===== config.mk =====
export PLATFORM = sky130hd
export DESIGN_NAME = cswk_filter
export DESIGN_NICKNAME = d
export VERILOG_FILES = /design/src/pkg/cswk_pkg.sv /design/src/rtl/cswk_filter.sv
export SDC_FILE = /design/constraint.sdc
export NUM_CORES = 1
export LEC_CHECK = 0
export BUFFER_PORTS_ARGS = -buffer_cell sky130_fd_sc_hd__clkbuf_2
export CAP_MARGIN = 20
export CORE_AREA = 8 8 89 170
export CTS_CLUSTER_DIAMETER = 100
export DETAILED_ROUTE_END_ITERATION = 12
export DIE_AREA = 0 0 97 178
export PLACE_DENSITY = 0.69
export SLEW_MARGIN = 20
export SYNTH_ARGS = -nofsm -noshare
export SYNTH_HDL_FRONTEND = slang
export SYNTH_SLANG_ARGS = --single-unit

===== constraint.sdc =====
create_clock -name i_clk -period 3.7 [get_ports i_clk]
set_input_delay 0.555 -clock i_clk [delete_from_list [all_inputs] [get_ports i_clk]]
set_output_delay 0.555 -clock i_clk [all_outputs]
set_load 0.1 [all_outputs]

===== src/pkg/cswk_pkg.sv =====
// constants, types and field layouts of the selective-wake frame filter
// Operation
// length evaluation passes only if received length code equals configured one
// data passes on first received one bit matching a configured one bit
// error counter rises by 1 per bad classical frame, falls per good
// flexible-data-rate frames never touch the error counter
// stuffing violation, checksum mismatch or bad delimiter makes a frame bad
// counter runs in every mode while wake enable is 1; readable
// counter clears when wake becomes enabled and when silence timer expires
// in selective-wake sub-mode, counter reaching 32 wakes the device
// configuration write after confirm flags a configuration error
// format bit 1 halts decoding; 0 continues as classical frame
// after skipped fast frame, 6..10 recessive bits end the frame
// processor programs data-phase baud ratio before fast frames are skipped
// with wake enabled, config error or counter above 31 sets system error
// sleep command always sleeps; system error picks pattern or selective sub-mode
// system error clears only if confirmed and counter below 32
// sync flag sets on good frame if enabled and confirmed once
// sync flag clears on bad frame, zero after power-up, no sleep effect
// silence expiry in selective sleep sets timeout flag; software clears it
// silence flag reflects expiry of the silence timer
// active flag sets entering selective-wake sub-mode, clears leaving sleep
// processor sets confirm before every sleep meant for selective wake
// confirm clears going to standby from wake sub-modes and on config error
// wake frame needs identifier, length/data and checksum all correct
// identifier compared bit by bit, masked positions skipped
// configured extension bit selects standard or extended identifier
// error counter neither goes below zero nor wraps past its maximum
package cswk_pkg;
    localparam int ID_W = 29;
    localparam int DATA_BITS = 64;
    localparam logic [14:0] CRC_POLY = 15'h4599;
    localparam logic [5:0] ECNT_WAKE = 6'h20;
    localparam logic [5:0] ECNT_MAX = 6'h3F;
    localparam logic [2:0] STUFF_RUN = 3'h5;
    localparam logic [6:0] SKIP_EOF_BITS = 7'h06;
    localparam logic [3:0] DLC_MAX_BYTES = 4'h8;
    localparam logic [6:0] STD_ID_LAST = 7'h0A;
    localparam logic [6:0] EXT_ID_LAST = 7'h11;
    localparam logic [6:0] DLC_LAST = 7'h03;
    localparam logic [6:0] CRC_LAST = 7'h0E;
    localparam logic [28:0] STD_ID_MASK = 29'h000007FF;

    typedef enum logic [3:0] {
        CSWK_IDLE = 4'h0, CSWK_ID = 4'h1, CSWK_SRR = 4'h2, CSWK_IDE = 4'h3,
        CSWK_EXT = 4'h4, CSWK_RTR = 4'h5, CSWK_FDF = 4'h6, CSWK_R0 = 4'h7,
        CSWK_DLC = 4'h8, CSWK_DATA = 4'h9, CSWK_CRC = 4'hA,
        CSWK_CRCDEL = 4'hB, CSWK_SKIP = 4'hC
    } cswk_dec_t;

    typedef enum logic [1:0] {
        CSWK_AWAKE = 2'b00, CSWK_SWK = 2'b01, CSWK_SSLEEP = 2'b10,
        CSWK_WUP = 2'b11
    } cswk_mode_t;

    typedef struct packed {
        logic [28:0] id;
        logic [28:0] mask;
        logic ide;
        logic [3:0] dlc;
        logic [63:0] data;
        logic [2:0] data_phase_baud_ratio;
    } cswk_cfg_t;

    typedef struct packed {
        logic [5:0] ecnt;
        logic sys_err;
        logic sync;
        logic bus_timeout;
        logic bus_silence;
        logic active;
        logic confirm;
    } cswk_stat_t;
endpackage : cswk_pkg


===== src/rtl/cswk_filter.sv =====
// selective-wake frame decoder, error counter, flags and sleep sub-modes
`timescale 1ns/100ps
module cswk_filter (
    // clock and reset
    input wire logic i_clk,
    input wire logic i_rst,
    // bus bit samples, one strobe per bit time
    input wire logic i_rx_bit,
    input wire logic i_bit_stb,
    // configuration and software controls
    input wire cswk_pkg::cswk_cfg_t i_cfg,
    input wire logic i_cfg_write,
    input wire logic i_selective_wake_enable,
    input wire logic i_confirm_set,
    input wire logic i_timeout_clr,
    input wire logic i_silence_expired,
    // mode commands
    input wire logic i_sleep_cmd,
    input wire logic i_standby_cmd,
    // status
    output cswk_pkg::cswk_stat_t o_stat,
    output cswk_pkg::cswk_mode_t o_mode,
    output logic o_wake
);
    ////////////////////////////////////////////////////////////////////
    // checksum step, used for every destuffed bit
    function automatic logic [14:0] crc_step(input logic [14:0] c,
                                             input logic b);
        logic [14:0] s;
        s = {c[13:0], 1'b0};
        crc_step = (b ^ c[14]) ? (s ^ cswk_pkg::CRC_POLY) : s;
    endfunction : crc_step

    cswk_pkg::cswk_dec_t st_r, st_nxt;
    cswk_pkg::cswk_mode_t mode_r, mode_nxt;
    logic [6:0] cnt_r, cnt_nxt;
    logic [28:0] id_r, id_nxt;
    logic ide_r, ide_nxt;
    logic rtr_r, rtr_nxt;
    logic [3:0] dlc_r, dlc_nxt;
    logic hit_r, hit_nxt;
    logic [14:0] crc_r;
    logic last_r;
    logic [2:0] run_r;
    logic [5:0] ecnt_r;
    logic en_r, sil_r, once_r, wake_r;
    logic sys_err_r, sync_r, tmo_r, act_r, conf_r;

    ////////////////////////////////////////////////////////////////////
    // bit classification; a checksum ending in five equal bits is
    // followed by a stuff bit, so the delimiter slot may hold one first
    wire stuff_slot = run_r == cswk_pkg::STUFF_RUN;
    wire stuffed = (st_r != cswk_pkg::CSWK_IDLE) &&
                   (st_r != cswk_pkg::CSWK_SKIP) &&
                   (st_r != cswk_pkg::CSWK_CRCDEL || stuff_slot);
    wire stuff_err = i_bit_stb && stuffed && stuff_slot &&
                     (i_rx_bit == last_r);
    wire dbit = i_bit_stb && stuffed && !stuff_slot;
    wire sof = i_bit_stb && (st_r == cswk_pkg::CSWK_IDLE) && !i_rx_bit;
    wire del_stb = i_bit_stb && (st_r == cswk_pkg::CSWK_CRCDEL) &&
                   !stuff_slot;
    wire crc_ok = del_stb && i_rx_bit && (crc_r == 15'h0000);

    // frame verdicts: fast frames leave before the delimiter once a data-phase baud ratio is set
    wire ev_ok = crc_ok;
    wire ev_err = stuff_err || (del_stb && !crc_ok);
    wire fd_seen = (i_cfg.data_phase_baud_ratio != 3'h0) && i_rx_bit;

    // evaluation of the stored frame against the configuration
    wire [3:0] nbytes = (dlc_r > cswk_pkg::DLC_MAX_BYTES) ?
                        cswk_pkg::DLC_MAX_BYTES : dlc_r;
    wire [6:0] dbits = {nbytes, 3'b000};
    wire [5:0] didx = 6'(7'h3F - cnt_r);
    wire cfg_bit = i_cfg.data[didx];
    wire [28:0] idm = (ide_r ? 29'h1FFFFFFF : cswk_pkg::STD_ID_MASK) &
                      i_cfg.mask;
    wire id_ok = (((id_r ^ i_cfg.id) & idm) == 29'h0) &&
                 (ide_r == i_cfg.ide);
    wire dlc_ok = dlc_r == i_cfg.dlc;
    wire wuf = ev_ok && id_ok && dlc_ok && hit_r;

    ////////////////////////////////////////////////////////////////////
    // frame decoder next state
    always_comb begin
        st_nxt = st_r;
        cnt_nxt = cnt_r;
        id_nxt = id_r;
        ide_nxt = ide_r;
        rtr_nxt = rtr_r;
        dlc_nxt = dlc_r;
        hit_nxt = hit_r;
        if (sof) begin
            st_nxt = cswk_pkg::CSWK_ID;
            cnt_nxt = 7'h00;
            id_nxt = 29'h0;
            hit_nxt = 1'b0;
            dlc_nxt = 4'h0;
        end else if (stuff_err || del_stb) begin
            st_nxt = cswk_pkg::CSWK_SKIP;
            cnt_nxt = 7'h00;
        end else if (i_bit_stb && st_r == cswk_pkg::CSWK_SKIP) begin
            // any dominant bit restarts the recessive run
            cnt_nxt = i_rx_bit ? cnt_r + 7'h01 : 7'h00;
            if (i_rx_bit && cnt_r == cswk_pkg::SKIP_EOF_BITS - 7'h01) begin
                st_nxt = cswk_pkg::CSWK_IDLE;
            end
        end else if (dbit) begin
            unique case (st_r)
                cswk_pkg::CSWK_ID, cswk_pkg::CSWK_EXT: begin
                    id_nxt = {id_r[27:0], i_rx_bit};
                    cnt_nxt = cnt_r + 7'h01;
                    if (st_r == cswk_pkg::CSWK_ID &&
                        cnt_r == cswk_pkg::STD_ID_LAST) begin
                        st_nxt = cswk_pkg::CSWK_SRR;
                        cnt_nxt = 7'h00;
                    end else if (st_r == cswk_pkg::CSWK_EXT &&
                                 cnt_r == cswk_pkg::EXT_ID_LAST) begin
                        st_nxt = cswk_pkg::CSWK_RTR;
                        cnt_nxt = 7'h00;
                    end
                end
                cswk_pkg::CSWK_SRR: begin
                    rtr_nxt = i_rx_bit;
                    st_nxt = cswk_pkg::CSWK_IDE;
                end
                cswk_pkg::CSWK_IDE: begin
                    ide_nxt = i_rx_bit;
                    st_nxt = i_rx_bit ? cswk_pkg::CSWK_EXT :
                                        cswk_pkg::CSWK_FDF;
                end
                cswk_pkg::CSWK_RTR: begin
                    rtr_nxt = i_rx_bit;
                    st_nxt = cswk_pkg::CSWK_FDF;
                end
                cswk_pkg::CSWK_FDF: begin
                    // with a data-phase baud ratio set, a fast frame is dropped here and never reaches
                    // the verdict, so the counter cannot see it
                    if (fd_seen) begin
                        st_nxt = cswk_pkg::CSWK_SKIP;
                    end else begin
                        st_nxt = ide_r ? cswk_pkg::CSWK_R0 :
                                         cswk_pkg::CSWK_DLC;
                    end
                    cnt_nxt = 7'h00;
                end
                cswk_pkg::CSWK_R0: begin
                    st_nxt = cswk_pkg::CSWK_DLC;
                end
                cswk_pkg::CSWK_DLC: begin
                    dlc_nxt = {dlc_r[2:0], i_rx_bit};
                    cnt_nxt = cnt_r + 7'h01;
                    if (cnt_r == cswk_pkg::DLC_LAST) begin
                        cnt_nxt = 7'h00;
                        st_nxt = (rtr_r || dlc_nxt == 4'h0) ?
                                 cswk_pkg::CSWK_CRC : cswk_pkg::CSWK_DATA;
                    end
                end
                cswk_pkg::CSWK_DATA: begin
                    // sticky hit: comparison is over once one bit matches
                    hit_nxt = hit_r || (i_rx_bit && cfg_bit);
                    cnt_nxt = cnt_r + 7'h01;
                    if (cnt_r == dbits - 7'h01) begin
                        st_nxt = cswk_pkg::CSWK_CRC;
                        cnt_nxt = 7'h00;
                    end
                end
                cswk_pkg::CSWK_CRC: begin
                    cnt_nxt = cnt_r + 7'h01;
                    if (cnt_r == cswk_pkg::CRC_LAST) begin
                        st_nxt = cswk_pkg::CSWK_CRCDEL;
                    end
                end
                default: st_nxt = cswk_pkg::CSWK_SKIP;
            endcase
        end
    end

    // decoder registers
    always_ff @(posedge i_clk or posedge i_rst) begin
        if (i_rst) begin
            st_r <= cswk_pkg::CSWK_SKIP;
            cnt_r <= 7'h00;
            id_r <= 29'h0;
            ide_r <= 1'b0;
            rtr_r <= 1'b0;
            dlc_r <= 4'h0;
            hit_r <= 1'b0;
        end else begin
            st_r <= st_nxt;
            cnt_r <= cnt_nxt;
            id_r <= id_nxt;
            ide_r <= ide_nxt;
            rtr_r <= rtr_nxt;
            dlc_r <= dlc_nxt;
            hit_r <= hit_nxt;
        end
    end

    ////////////////////////////////////////////////////////////////////
    // stuff run tracking and checksum over destuffed bits
    wire same = i_rx_bit == last_r;
    always_ff @(posedge i_clk or posedge i_rst) begin
        if (i_rst) begin
            last_r <= 1'b1;
            run_r <= 3'h0;
            crc_r <= 15'h0000;
        end else if (sof) begin
            last_r <= 1'b0;
            run_r <= 3'h1;
            crc_r <= 15'h0000;
        end else if (i_bit_stb && stuffed) begin
            last_r <= i_rx_bit;
            run_r <= (same && !stuff_slot) ? run_r + 3'h1 : 3'h1;
            if (dbit) begin
                crc_r <= crc_step(crc_r, i_rx_bit);
            end
        end
    end

    ////////////////////////////////////////////////////////////////////
    // sleep sub-mode selection and wake decision
    wire en_rise = i_selective_wake_enable && !en_r;
    wire sil_rise = i_silence_expired && !sil_r;
    wire wake_now = (mode_r == cswk_pkg::CSWK_SWK) &&
                    (wuf || ecnt_r >= cswk_pkg::ECNT_WAKE);
    wire in_sw = (mode_r == cswk_pkg::CSWK_SWK) ||
                 (mode_r == cswk_pkg::CSWK_SSLEEP);
    wire leave_sw = in_sw && (mode_nxt == cswk_pkg::CSWK_AWAKE);
    wire cfg_err = i_cfg_write && conf_r;

    always_comb begin
        mode_nxt = mode_r;
        unique case (mode_r)
            cswk_pkg::CSWK_AWAKE: begin
                if (i_sleep_cmd) begin
                    mode_nxt = sys_err_r ? cswk_pkg::CSWK_WUP :
                                           cswk_pkg::CSWK_SWK;
                end
            end
            cswk_pkg::CSWK_SWK: begin
                if (wake_now || i_standby_cmd) begin
                    mode_nxt = cswk_pkg::CSWK_AWAKE;
                end else if (sil_rise) begin
                    mode_nxt = cswk_pkg::CSWK_SSLEEP;
                end
            end
            cswk_pkg::CSWK_SSLEEP: begin
                if (i_standby_cmd) begin
                    mode_nxt = cswk_pkg::CSWK_AWAKE;
                end else if (!i_silence_expired) begin
                    mode_nxt = cswk_pkg::CSWK_SWK;
                end
            end
            cswk_pkg::CSWK_WUP: begin
                if (i_standby_cmd) begin
                    mode_nxt = cswk_pkg::CSWK_AWAKE;
                end
            end
        endcase
    end

    ////////////////////////////////////////////////////////////////////
    // frame error counter, saturating at both ends
    always_ff @(posedge i_clk or posedge i_rst) begin
        if (i_rst) begin
            ecnt_r <= 6'h00;
        end else if (en_rise || sil_rise) begin
            ecnt_r <= 6'h00;
        end else if (i_selective_wake_enable) begin
            if (ev_err && ecnt_r != cswk_pkg::ECNT_MAX) begin
                ecnt_r <= ecnt_r + 6'h01;
            end else if (ev_ok && ecnt_r != 6'h00) begin
                ecnt_r <= ecnt_r - 6'h01;
            end
        end
    end

    // mode and flag registers; every hardware set beats its clear
    always_ff @(posedge i_clk or posedge i_rst) begin
        if (i_rst) begin
            mode_r <= cswk_pkg::CSWK_AWAKE;
            en_r <= 1'b0;
            sil_r <= 1'b0;
            once_r <= 1'b0;
            wake_r <= 1'b0;
            sys_err_r <= 1'b0;
            sync_r <= 1'b0;
            tmo_r <= 1'b0;
            act_r <= 1'b0;
            conf_r <= 1'b0;
        end else begin
            mode_r <= mode_nxt;
            en_r <= i_selective_wake_enable;
            sil_r <= i_silence_expired;
            once_r <= once_r || conf_r;
            wake_r <= wake_now;
            if (i_selective_wake_enable && (cfg_err || ecnt_r > 6'h1F)) begin
                sys_err_r <= 1'b1;
            end else if (conf_r && ecnt_r < cswk_pkg::ECNT_WAKE) begin
                sys_err_r <= 1'b0;
            end
            if (ev_ok && i_selective_wake_enable && once_r) begin
                sync_r <= 1'b1;
            end else if (ev_err) begin
                sync_r <= 1'b0;
            end
            // selective sleep is only ever entered by this expiry
            if (i_selective_wake_enable && sil_rise &&
                mode_nxt == cswk_pkg::CSWK_SSLEEP) begin
                tmo_r <= 1'b1;
            end else if (i_timeout_clr) begin
                tmo_r <= 1'b0;
            end
            if (mode_nxt == cswk_pkg::CSWK_AWAKE) begin
                act_r <= 1'b0;
            end else if (mode_r == cswk_pkg::CSWK_AWAKE &&
                         mode_nxt == cswk_pkg::CSWK_SWK) begin
                act_r <= 1'b1;
            end
            if (i_confirm_set) begin
                conf_r <= 1'b1;
            end else if (cfg_err || leave_sw) begin
                conf_r <= 1'b0;
            end
        end
    end

    // outputs, all from flip-flops
    assign o_stat = '{ecnt: ecnt_r, sys_err: sys_err_r, sync: sync_r,
                      bus_timeout: tmo_r, bus_silence: sil_r,
                      active: act_r, confirm: conf_r};
    assign o_mode = mode_r;
    assign o_wake = wake_r;
endmodule : cswk_filter


==> reports/metrics.yaml, run 1 <==
synthesized_area_fraction_occupied_by_ao_oa_aoi_and_oai_cells: 0.179
worst_ir_drop_vdd_v: 0.000497
tritoncts_num_sinks: 83
gr-usage-met2: 0.382
drive_gt1_frac: 0.291
hold-worst-slack_ns: 0.325
cts_max_level: 3
synth_top_family_by_area: "compound AO/OA/AOI/OAI gates"
met3_resource_use_gr: 0.0434
sequential_element_share_of_the_synthesized_area: 0.367
timing.final.ws_setup_ns: 0.391
first_pass_iters: 4
synth_area_leader_cell: "sky130_fd_sc_hd__dfrtp_1"
post_cts_buffers: 0
drt-total-wl_mm: 17.0
cp-startpoint: "st_r[2]$_DFFE_PP1P_"
post_synth_fa_ha_maj_area_fraction: 0.0344
run_status: "completed"
mappedNetlistArea_um2: 5670
overflow: 0
critical_path_required_ns: 3.96
detail_route.wl_per_cell_um: 18.5
synth_simple_gate_area_frac: 0.177
tritoncts: "done"
ys_async_sr_fraction: 1.00
cts_max_path_buffers: 2
final.min_clock_period_ns: 3.31
hold_viol: 0
ys_seq_elements: 83
grt_pass1_vias: 5914
setup_tns_ns: 0
slowest_delay_ns: 0.74
grt_pass1_wl_mm: 28.3
grt_antenna_before_repair: 0
synthesis.instances: 628
final.setup_skew_ns: 0.0106
die_area_um2: 17300
power.density_cell_area_nw_per_um2: 649
grt_use_total: 0.200
largest_net_degree_at_the_start_of_global_routing: 48
n_antenna_cell: 0
crit_path_kind: "reg2reg"
beginning_of_the_worst_register_to_register_path: "st_r[2]$_DFFE_PP1P_"
synth_top_cells_by_area: "sky130_fd_sc_hd__dfrtp_1 35%, sky130_fd_sc_hd__mux4_2 8.3%, sky130_fd_sc_hd__nand2_1 5.4%"
viasPerCell: 5.80
busiest_layer: "met2"
layout.cell_area.non_filler_um2: 6830
detail-route-antenna-nets: 0
power.static_leakage_nw: 3.24
fp.coreArea_um2: 12900
clk-insertion-delay-late_ns: 0.34
syn2layout_area_growth_pct: 20.5
achievable-frequency_mhz: 302
start_util: 0.439
dpl-instance-area_um2: 6560
floorplan.die.width_um: 97
finalSetupViolations: 0
grtUsageMet1: 0.190
crit_path_top_delay_cell: "sky130_fd_sc_hd__dfstp_2"
number_of_enable_type_register_cells_in_the_synthesized_netlist: 0
cts_root_buf: "sky130_fd_sc_hd__clkbuf_16"
worst_ep_arrival_time_ns: 3.56
max_capacitance_violation_count: 0
transition_time_at_the_pin_with_the_least_slew_margin_ns: 0.844
utilization: 0.528
yosys.area_share.xor_xnor: 0.0799
unrepaired_setup_endpoints_after_global_routing: "no"
floorplan.die.height_um: 178
top_level_ports: 156
slew_violations: 0
min_path_type: "in2async"
timing.slew.headroom: 0.438
io_buffers: 155
critPathLaunchType: "flop"
finish.net_count: 923
cts-buffers-inserted: 9
drc: 0
detailedPlacementHpwl_mm: 13.8
path_max_fanout: 20
mappedNetlistNets: 784
timing.critical_path.cells: "nor2b_1 -> nand4_1 -> nand4b_1 -> o21ai_0 -> or2_2 -> ha_1 -> a21o_1 -> a21oi_1 -> o21bai_1 -> a21oi_1 -> nor3_1 -> o211a_1 -> nor3_1"
min_period_over_period: 0.894
drt_first_iter_violations: 215
core.rowCount: 59
endpoint_kind_of_the_worst_setup_timing_path: "flop"
post_synth.cell_area_avg_um2: 9.02
synth_cell_type_count: 59
post_synth_mux_area_share: 0.108
worst_setup_hold_path_clk_slew_ns: 0.06
synth.yosys.warnings: 0
globalplace.congestion: 0.927
vias: 5350
dp_worst_setup_slack_ns: 0.311
cts_resized: 0
cts.hold.buffers_added: 0
netlist.area_leader.share: 0.353
synthFlopType: "sky130_fd_sc_hd__dfrtp_1"
## area by class of cell
cell class / instances / area, um^2
inverter: 35 / 133
clock buffer: 10 / 229
multi-input combinational: 470 / 3280
sequential: 83 / 2080
clock inverter: 5 / 38.8
timing repair buffer: 168 / 873
tap: 152 / 190
fill: 1183 / 6090
## worst max-delay path: cells and delay by family (launching register included)
kind / cells / cell delay, ns
fa+ha+maj: 1 / 0.28
compound gates: 6 / 1.08
flops: 1 / 0.74
simple gates: 6 / 1.13
## state kept, by name, summed over array words and instances, names as in the netlist, 2 cells and up
| name | cells |
|---|---|
| cnt_r | 7 |
| crc_r | 15 |
| dlc_r | 4 |
| ecnt_r | 6 |
| id_r | 29 |
| o_mode | 2 |
| run_r | 3 |
| st_r | 4 |
## cell usage after synthesis, types with 4 or more instances
library cell	count
sky130_fd_sc_hd__nor2_1	33
sky130_fd_sc_hd__nand2b_1	8
sky130_fd_sc_hd__a22oi_1	14
sky130_fd_sc_hd__a32o_1	5
sky130_fd_sc_hd__a21oi_1	50
sky130_fd_sc_hd__mux2i_1	7
sky130_fd_sc_hd__xnor2_1	17
sky130_fd_sc_hd__buf_4	6
sky130_fd_sc_hd__a21o_1	4
sky130_fd_sc_hd__a22o_1	4
sky130_fd_sc_hd__o211ai_1	7
sky130_fd_sc_hd__dfrtp_1	80
sky130_fd_sc_hd__buf_2	6
sky130_fd_sc_hd__nor2b_1	8
sky130_fd_sc_hd__or3_1	4
sky130_fd_sc_hd__o21bai_1	4
sky130_fd_sc_hd__inv_1	34
sky130_fd_sc_hd__nand3_1	32
sky130_fd_sc_hd__clkbuf_1	27
sky130_fd_sc_hd__o21ai_0	38
sky130_fd_sc_hd__nor4_1	5
sky130_fd_sc_hd__xor2_1	32
sky130_fd_sc_hd__o22ai_1	4
sky130_fd_sc_hd__nand4_1	10
sky130_fd_sc_hd__nor4b_1	4
sky130_fd_sc_hd__mux2_2	6
sky130_fd_sc_hd__mux4_2	21
sky130_fd_sc_hd__or2_2	6
sky130_fd_sc_hd__ha_1	14
sky130_fd_sc_hd__nor3_1	12
sky130_fd_sc_hd__o31ai_1	4
sky130_fd_sc_hd__nand2_1	82
## logic make-up (layout without fill, tap and decap cells)
logic type | after synthesis | after routing
fa+ha+maj | 15 | 15
simple gates | 212 | 212
compound gates | 159 | 159
flops | 83 | 83
xor+xnor | 50 | 50
mux | 34 | 34
buf+inv | 75 | 218
## cell usage in the layout (no fill, tap or decap), types with 5 or more instances in the layout
| cell | instances |
|---|---|
| sky130_fd_sc_hd__nand2_1 | 82 |
| sky130_fd_sc_hd__or2_2 | 6 |
| sky130_fd_sc_hd__a32o_1 | 5 |
| sky130_fd_sc_hd__nand4_1 | 10 |
| sky130_fd_sc_hd__nor4_1 | 5 |
| sky130_fd_sc_hd__mux2_2 | 6 |
| sky130_fd_sc_hd__nand2b_1 | 8 |
| sky130_fd_sc_hd__xnor2_1 | 17 |
| sky130_fd_sc_hd__mux4_2 | 21 |
| sky130_fd_sc_hd__ha_1 | 14 |
| sky130_fd_sc_hd__a21oi_1 | 50 |
| sky130_fd_sc_hd__clkbuf_2 | 155 |
| sky130_fd_sc_hd__inv_1 | 33 |
| sky130_fd_sc_hd__nor3_1 | 11 |
| sky130_fd_sc_hd__dfrtp_1 | 80 |
| sky130_fd_sc_hd__nor2b_1 | 8 |
| sky130_fd_sc_hd__nor2_1 | 32 |
| sky130_fd_sc_hd__buf_4 | 13 |
| sky130_fd_sc_hd__clkbuf_16 | 9 |
| sky130_fd_sc_hd__o211ai_1 | 7 |
| sky130_fd_sc_hd__mux2i_1 | 7 |
| sky130_fd_sc_hd__o21ai_0 | 38 |
| sky130_fd_sc_hd__xor2_1 | 32 |
| sky130_fd_sc_hd__a22oi_1 | 14 |
| sky130_fd_sc_hd__nand3_1 | 32 |
## power breakdown
group          internal (mW)  switching (mW)
clock                  0.455           0.371
sequential              1.14           0.388
combinational          0.935            1.14
total                   2.53            1.90
## layer usage
metal / vias to the layer above / wire length (um) / part of all wire
met3: 47 / 839 / 0.049
met4: 0 / 758 / 0.044
li1: 2529 / - / -
met1: 2576 / 6010 / 0.35
met5: - / 0 / 0
met2: 198 / 9440 / 0.55
## metrics by stage
| step | cells | power [mW] |
|---|---|---|
| finish | 923 | 4.43 |
| global route | 923 | 4.74 |
| CTS | 923 | 4.46 |
| detailed placement | 908 | 3.62 |
| global placement | 908 | 3.54 |
| floorplan | 628 | 3.05 |
## path summary, 6_finish.rpt
check	to	slack [ns]	depth (start not counted)
worst min-delay path	ecnt_r[1]$_DFFE_PP0P_	0.32	2
worst min register to register	once_r$_DFF_PP0_	0.47	1
max in group asynchronous	last_r$_DFFE_PP1P_	2.53	3
worst max register to register	ecnt_r[5]$_DFFE_PP0P_	0.39	13
worst max-delay path	ecnt_r[5]$_DFFE_PP0P_	0.39	13
min in group i_clk	sil_r$_DFF_PP0_	0.38	1
No activity file was read; power rests on OpenSTA's default activity.
==> run 2: changes to the inputs <==
- CORE_AREA: 8 8 89 170 -> 8 8 82 156
- DIE_AREA: 0 0 97 178 -> 0 0 90 164
- PLACE_DENSITY: 0.69 -> 0.8
==> run 2 against run 1 <==
Clock power grew 6.3%. Flip-flop and latch count is the same. First-iteration DRC count grew 16%. Cell count shrank 1.4%. Critical path type unchanged. Highest routed layer unchanged.
==> reports/metrics.yaml, run 2 (synthesized netlist as in run 1, its figures left out) <==
critPathLaunchType: "flop"
cts_max_level: 3
setup_tns_ns: 0
grt_pass1_vias: 5787
detail_route.wl_per_cell_um: 18.1
crit_path_kind: "reg2reg"
detail-route-antenna-nets: 0
largest_net_degree_at_the_start_of_global_routing: 55
power.static_leakage_nw: 3.24
layout_common_cells: "155 x sky130_fd_sc_hd__clkbuf_2, 81 x sky130_fd_sc_hd__nand2_1, 79 x sky130_fd_sc_hd__dfrtp_1, 50 x sky130_fd_sc_hd__a21oi_1, 38 x sky130_fd_sc_hd__o21ai_0"
io_buffers: 155
tritoncts_num_sinks: 83
timing.slew.headroom: 0.369
comb_power_share: 0.452
cp.buffers_inverters: 0
core.rowCount: 54
cts_max_path_buffers: 2
drive_gt1_frac: 0.292
max_capacitance_violation_count: 0
overflow: 0
timing.critical_path.cells: "ha_1 -> nand2_2 -> mux2i_1 -> a22oi_1 -> nand2b_1 -> or2_2 -> ha_1 -> a21o_1 -> a21oi_1 -> o21bai_1 -> a21oi_1 -> nor3_1 -> o211a_1 -> nor3_1"
tritoncts: "done"
first_pass_iters: 4
drt-total-wl_mm: 16.5
dpl-instance-area_um2: 6530
timing.final.ws_setup_ns: 0.276
hold-worst-slack_ns: 0.370
syn2layout_area_growth_pct: 20.4
cts-buffers-inserted: 9
share_seq_of_total_power: 0.350
die_area_um2: 14800
floorplan.die.width_um: 90
dp_worst_setup_slack_ns: 0.290
n_antenna_cell: 0
min_path_type: "in2reg"
crit_path_top_delay_cell: "sky130_fd_sc_hd__dfrtp_1"
int_pwr_mw: 2.54
worst_ep_arrival_time_ns: 3.68
floorplan.die.height_um: 164
min_period_over_period: 0.925
grt_pass1_wl_mm: 27.3
drt_first_iter_violations: 250
finalSetupViolations: 0
slew_violations: 0
unrepaired_setup_endpoints_after_global_routing: "no"
cts_root_buf: "sky130_fd_sc_hd__clkbuf_16"
fp.coreArea_um2: 10800
grt_antenna_before_repair: 0
endpoint_kind_of_the_worst_setup_timing_path: "flop"
viasPerCell: 5.93
worst_setup_hold_path_clk_slew_ns: 0.07
finish.net_count: 921
grt_use_total: 0.228
switchingPower_mw: 1.88
critical_path_required_ns: 3.96
hold_viol: 0
p_sw_frac: 0.425
reg2reg_slack_ns: 0.28
achievable-frequency_mhz: 292
final.min_clock_period_ns: 3.42
vias: 5399
power.density_cell_area_nw_per_um2: 648
globalplace.congestion: 0.929
final.setup_skew_ns: 0.00708
clk-insertion-delay-late_ns: 0.34
layout.cell_area.non_filler_um2: 6820
clock_network_fraction_of_total_power: 0.199
worst_ir_drop_vdd_v: 0.000461
slowest_delay_ns: 0.42
detailedPlacementHpwl_mm: 13.1
start_util: 0.524
run_status: "completed"
drc: 0
largest_registers: "id_r x29, crc_r x15, cnt_r x7"
worst_path_dominant_cell_family: "simple AND/OR/NAND/NOR gates"
top_level_ports: 156
transition_time_at_the_pin_with_the_least_slew_margin_ns: 0.945
most_common_cell_after_layout_fill_and_taps_aside: "sky130_fd_sc_hd__clkbuf_2"
max_flop_register: "id_r"
path_max_fanout: 8
total_power_mw: 4.42
number_of_flip_flops_under_the_largest_register_name: 29
## run 2: changes by cell type in the layout (fill, tap and decap cells not counted), sizes merged
cell	previous run	this run
buf	13	11
inv	34	37
clkinv	5	2
clkinvlp	1	2
## run 2: stage by stage
stage	util	instances
6_report	0.631	910
5_1_grt	0.631	910
4_1_cts	0.631	910
3_5_place_dp	0.604	894
3_3_place_gp	0.604	894
2_1_floorplan	-	628
## run 2: final timing paths
| path | start | endpoint | cells past startpoint |
|---|---|---|---|
| worst min register to register | once_r$_DFF_PP0_ | once_r$_DFF_PP0_ | 1 |
| worst min-delay path | i_silence_expired | sil_r$_DFF_PP0_ | 1 |
| worst max-delay path | run_r[0]$_DFFE_PP0P_ | ecnt_r[5]$_DFFE_PP0P_ | 14 |
| min in group asynchronous | i_rst | sil_r$_DFF_PP0_ | 2 |
| max in group asynchronous | i_rst | id_r[26]$_DFFE_PP0P_ | 3 |
| worst max register to register | run_r[0]$_DFFE_PP0P_ | ecnt_r[5]$_DFFE_PP0P_ | 14 |
## run 2: area by class of cell
class                      instances  area [um^2]
fill                             922         3990
multi-input combinational        470         3280
sequential                        83         2080
timing repair buffer             166          858
clock buffer                      10          239
tap                              140          175
inverter                          35          133
clock inverter                     6         52.6
## run 2: what timing repair did
item	4_1_cts	5_1_grt
buffers inserted	0	0
hold endpoints to repair	0	0
resized for setup	0	1
setup endpoints to repair	0	1
hold buffers	0	0
## run 2: routing by layer
metal,up-vias,part of all wire,track usage
met5,-,0,0
met4,0,0.045,0.139
met3,51,0.055,0.0458
met2,211,0.54,0.433
met1,2612,0.36,0.219
li1,2525,-,-
## run 2: power groups by stage
stage	combinational [mW]	clock (mW)	sequential, mW
5_1_grt	2.20	0.927	1.60
2_1_floorplan	1.67	0	1.38
4_1_cts	2.00	0.893	1.54
3_5_place_dp	1.99	0	1.56
3_3_place_gp	1.93	0	1.54
6_report	2.00	0.878	1.55
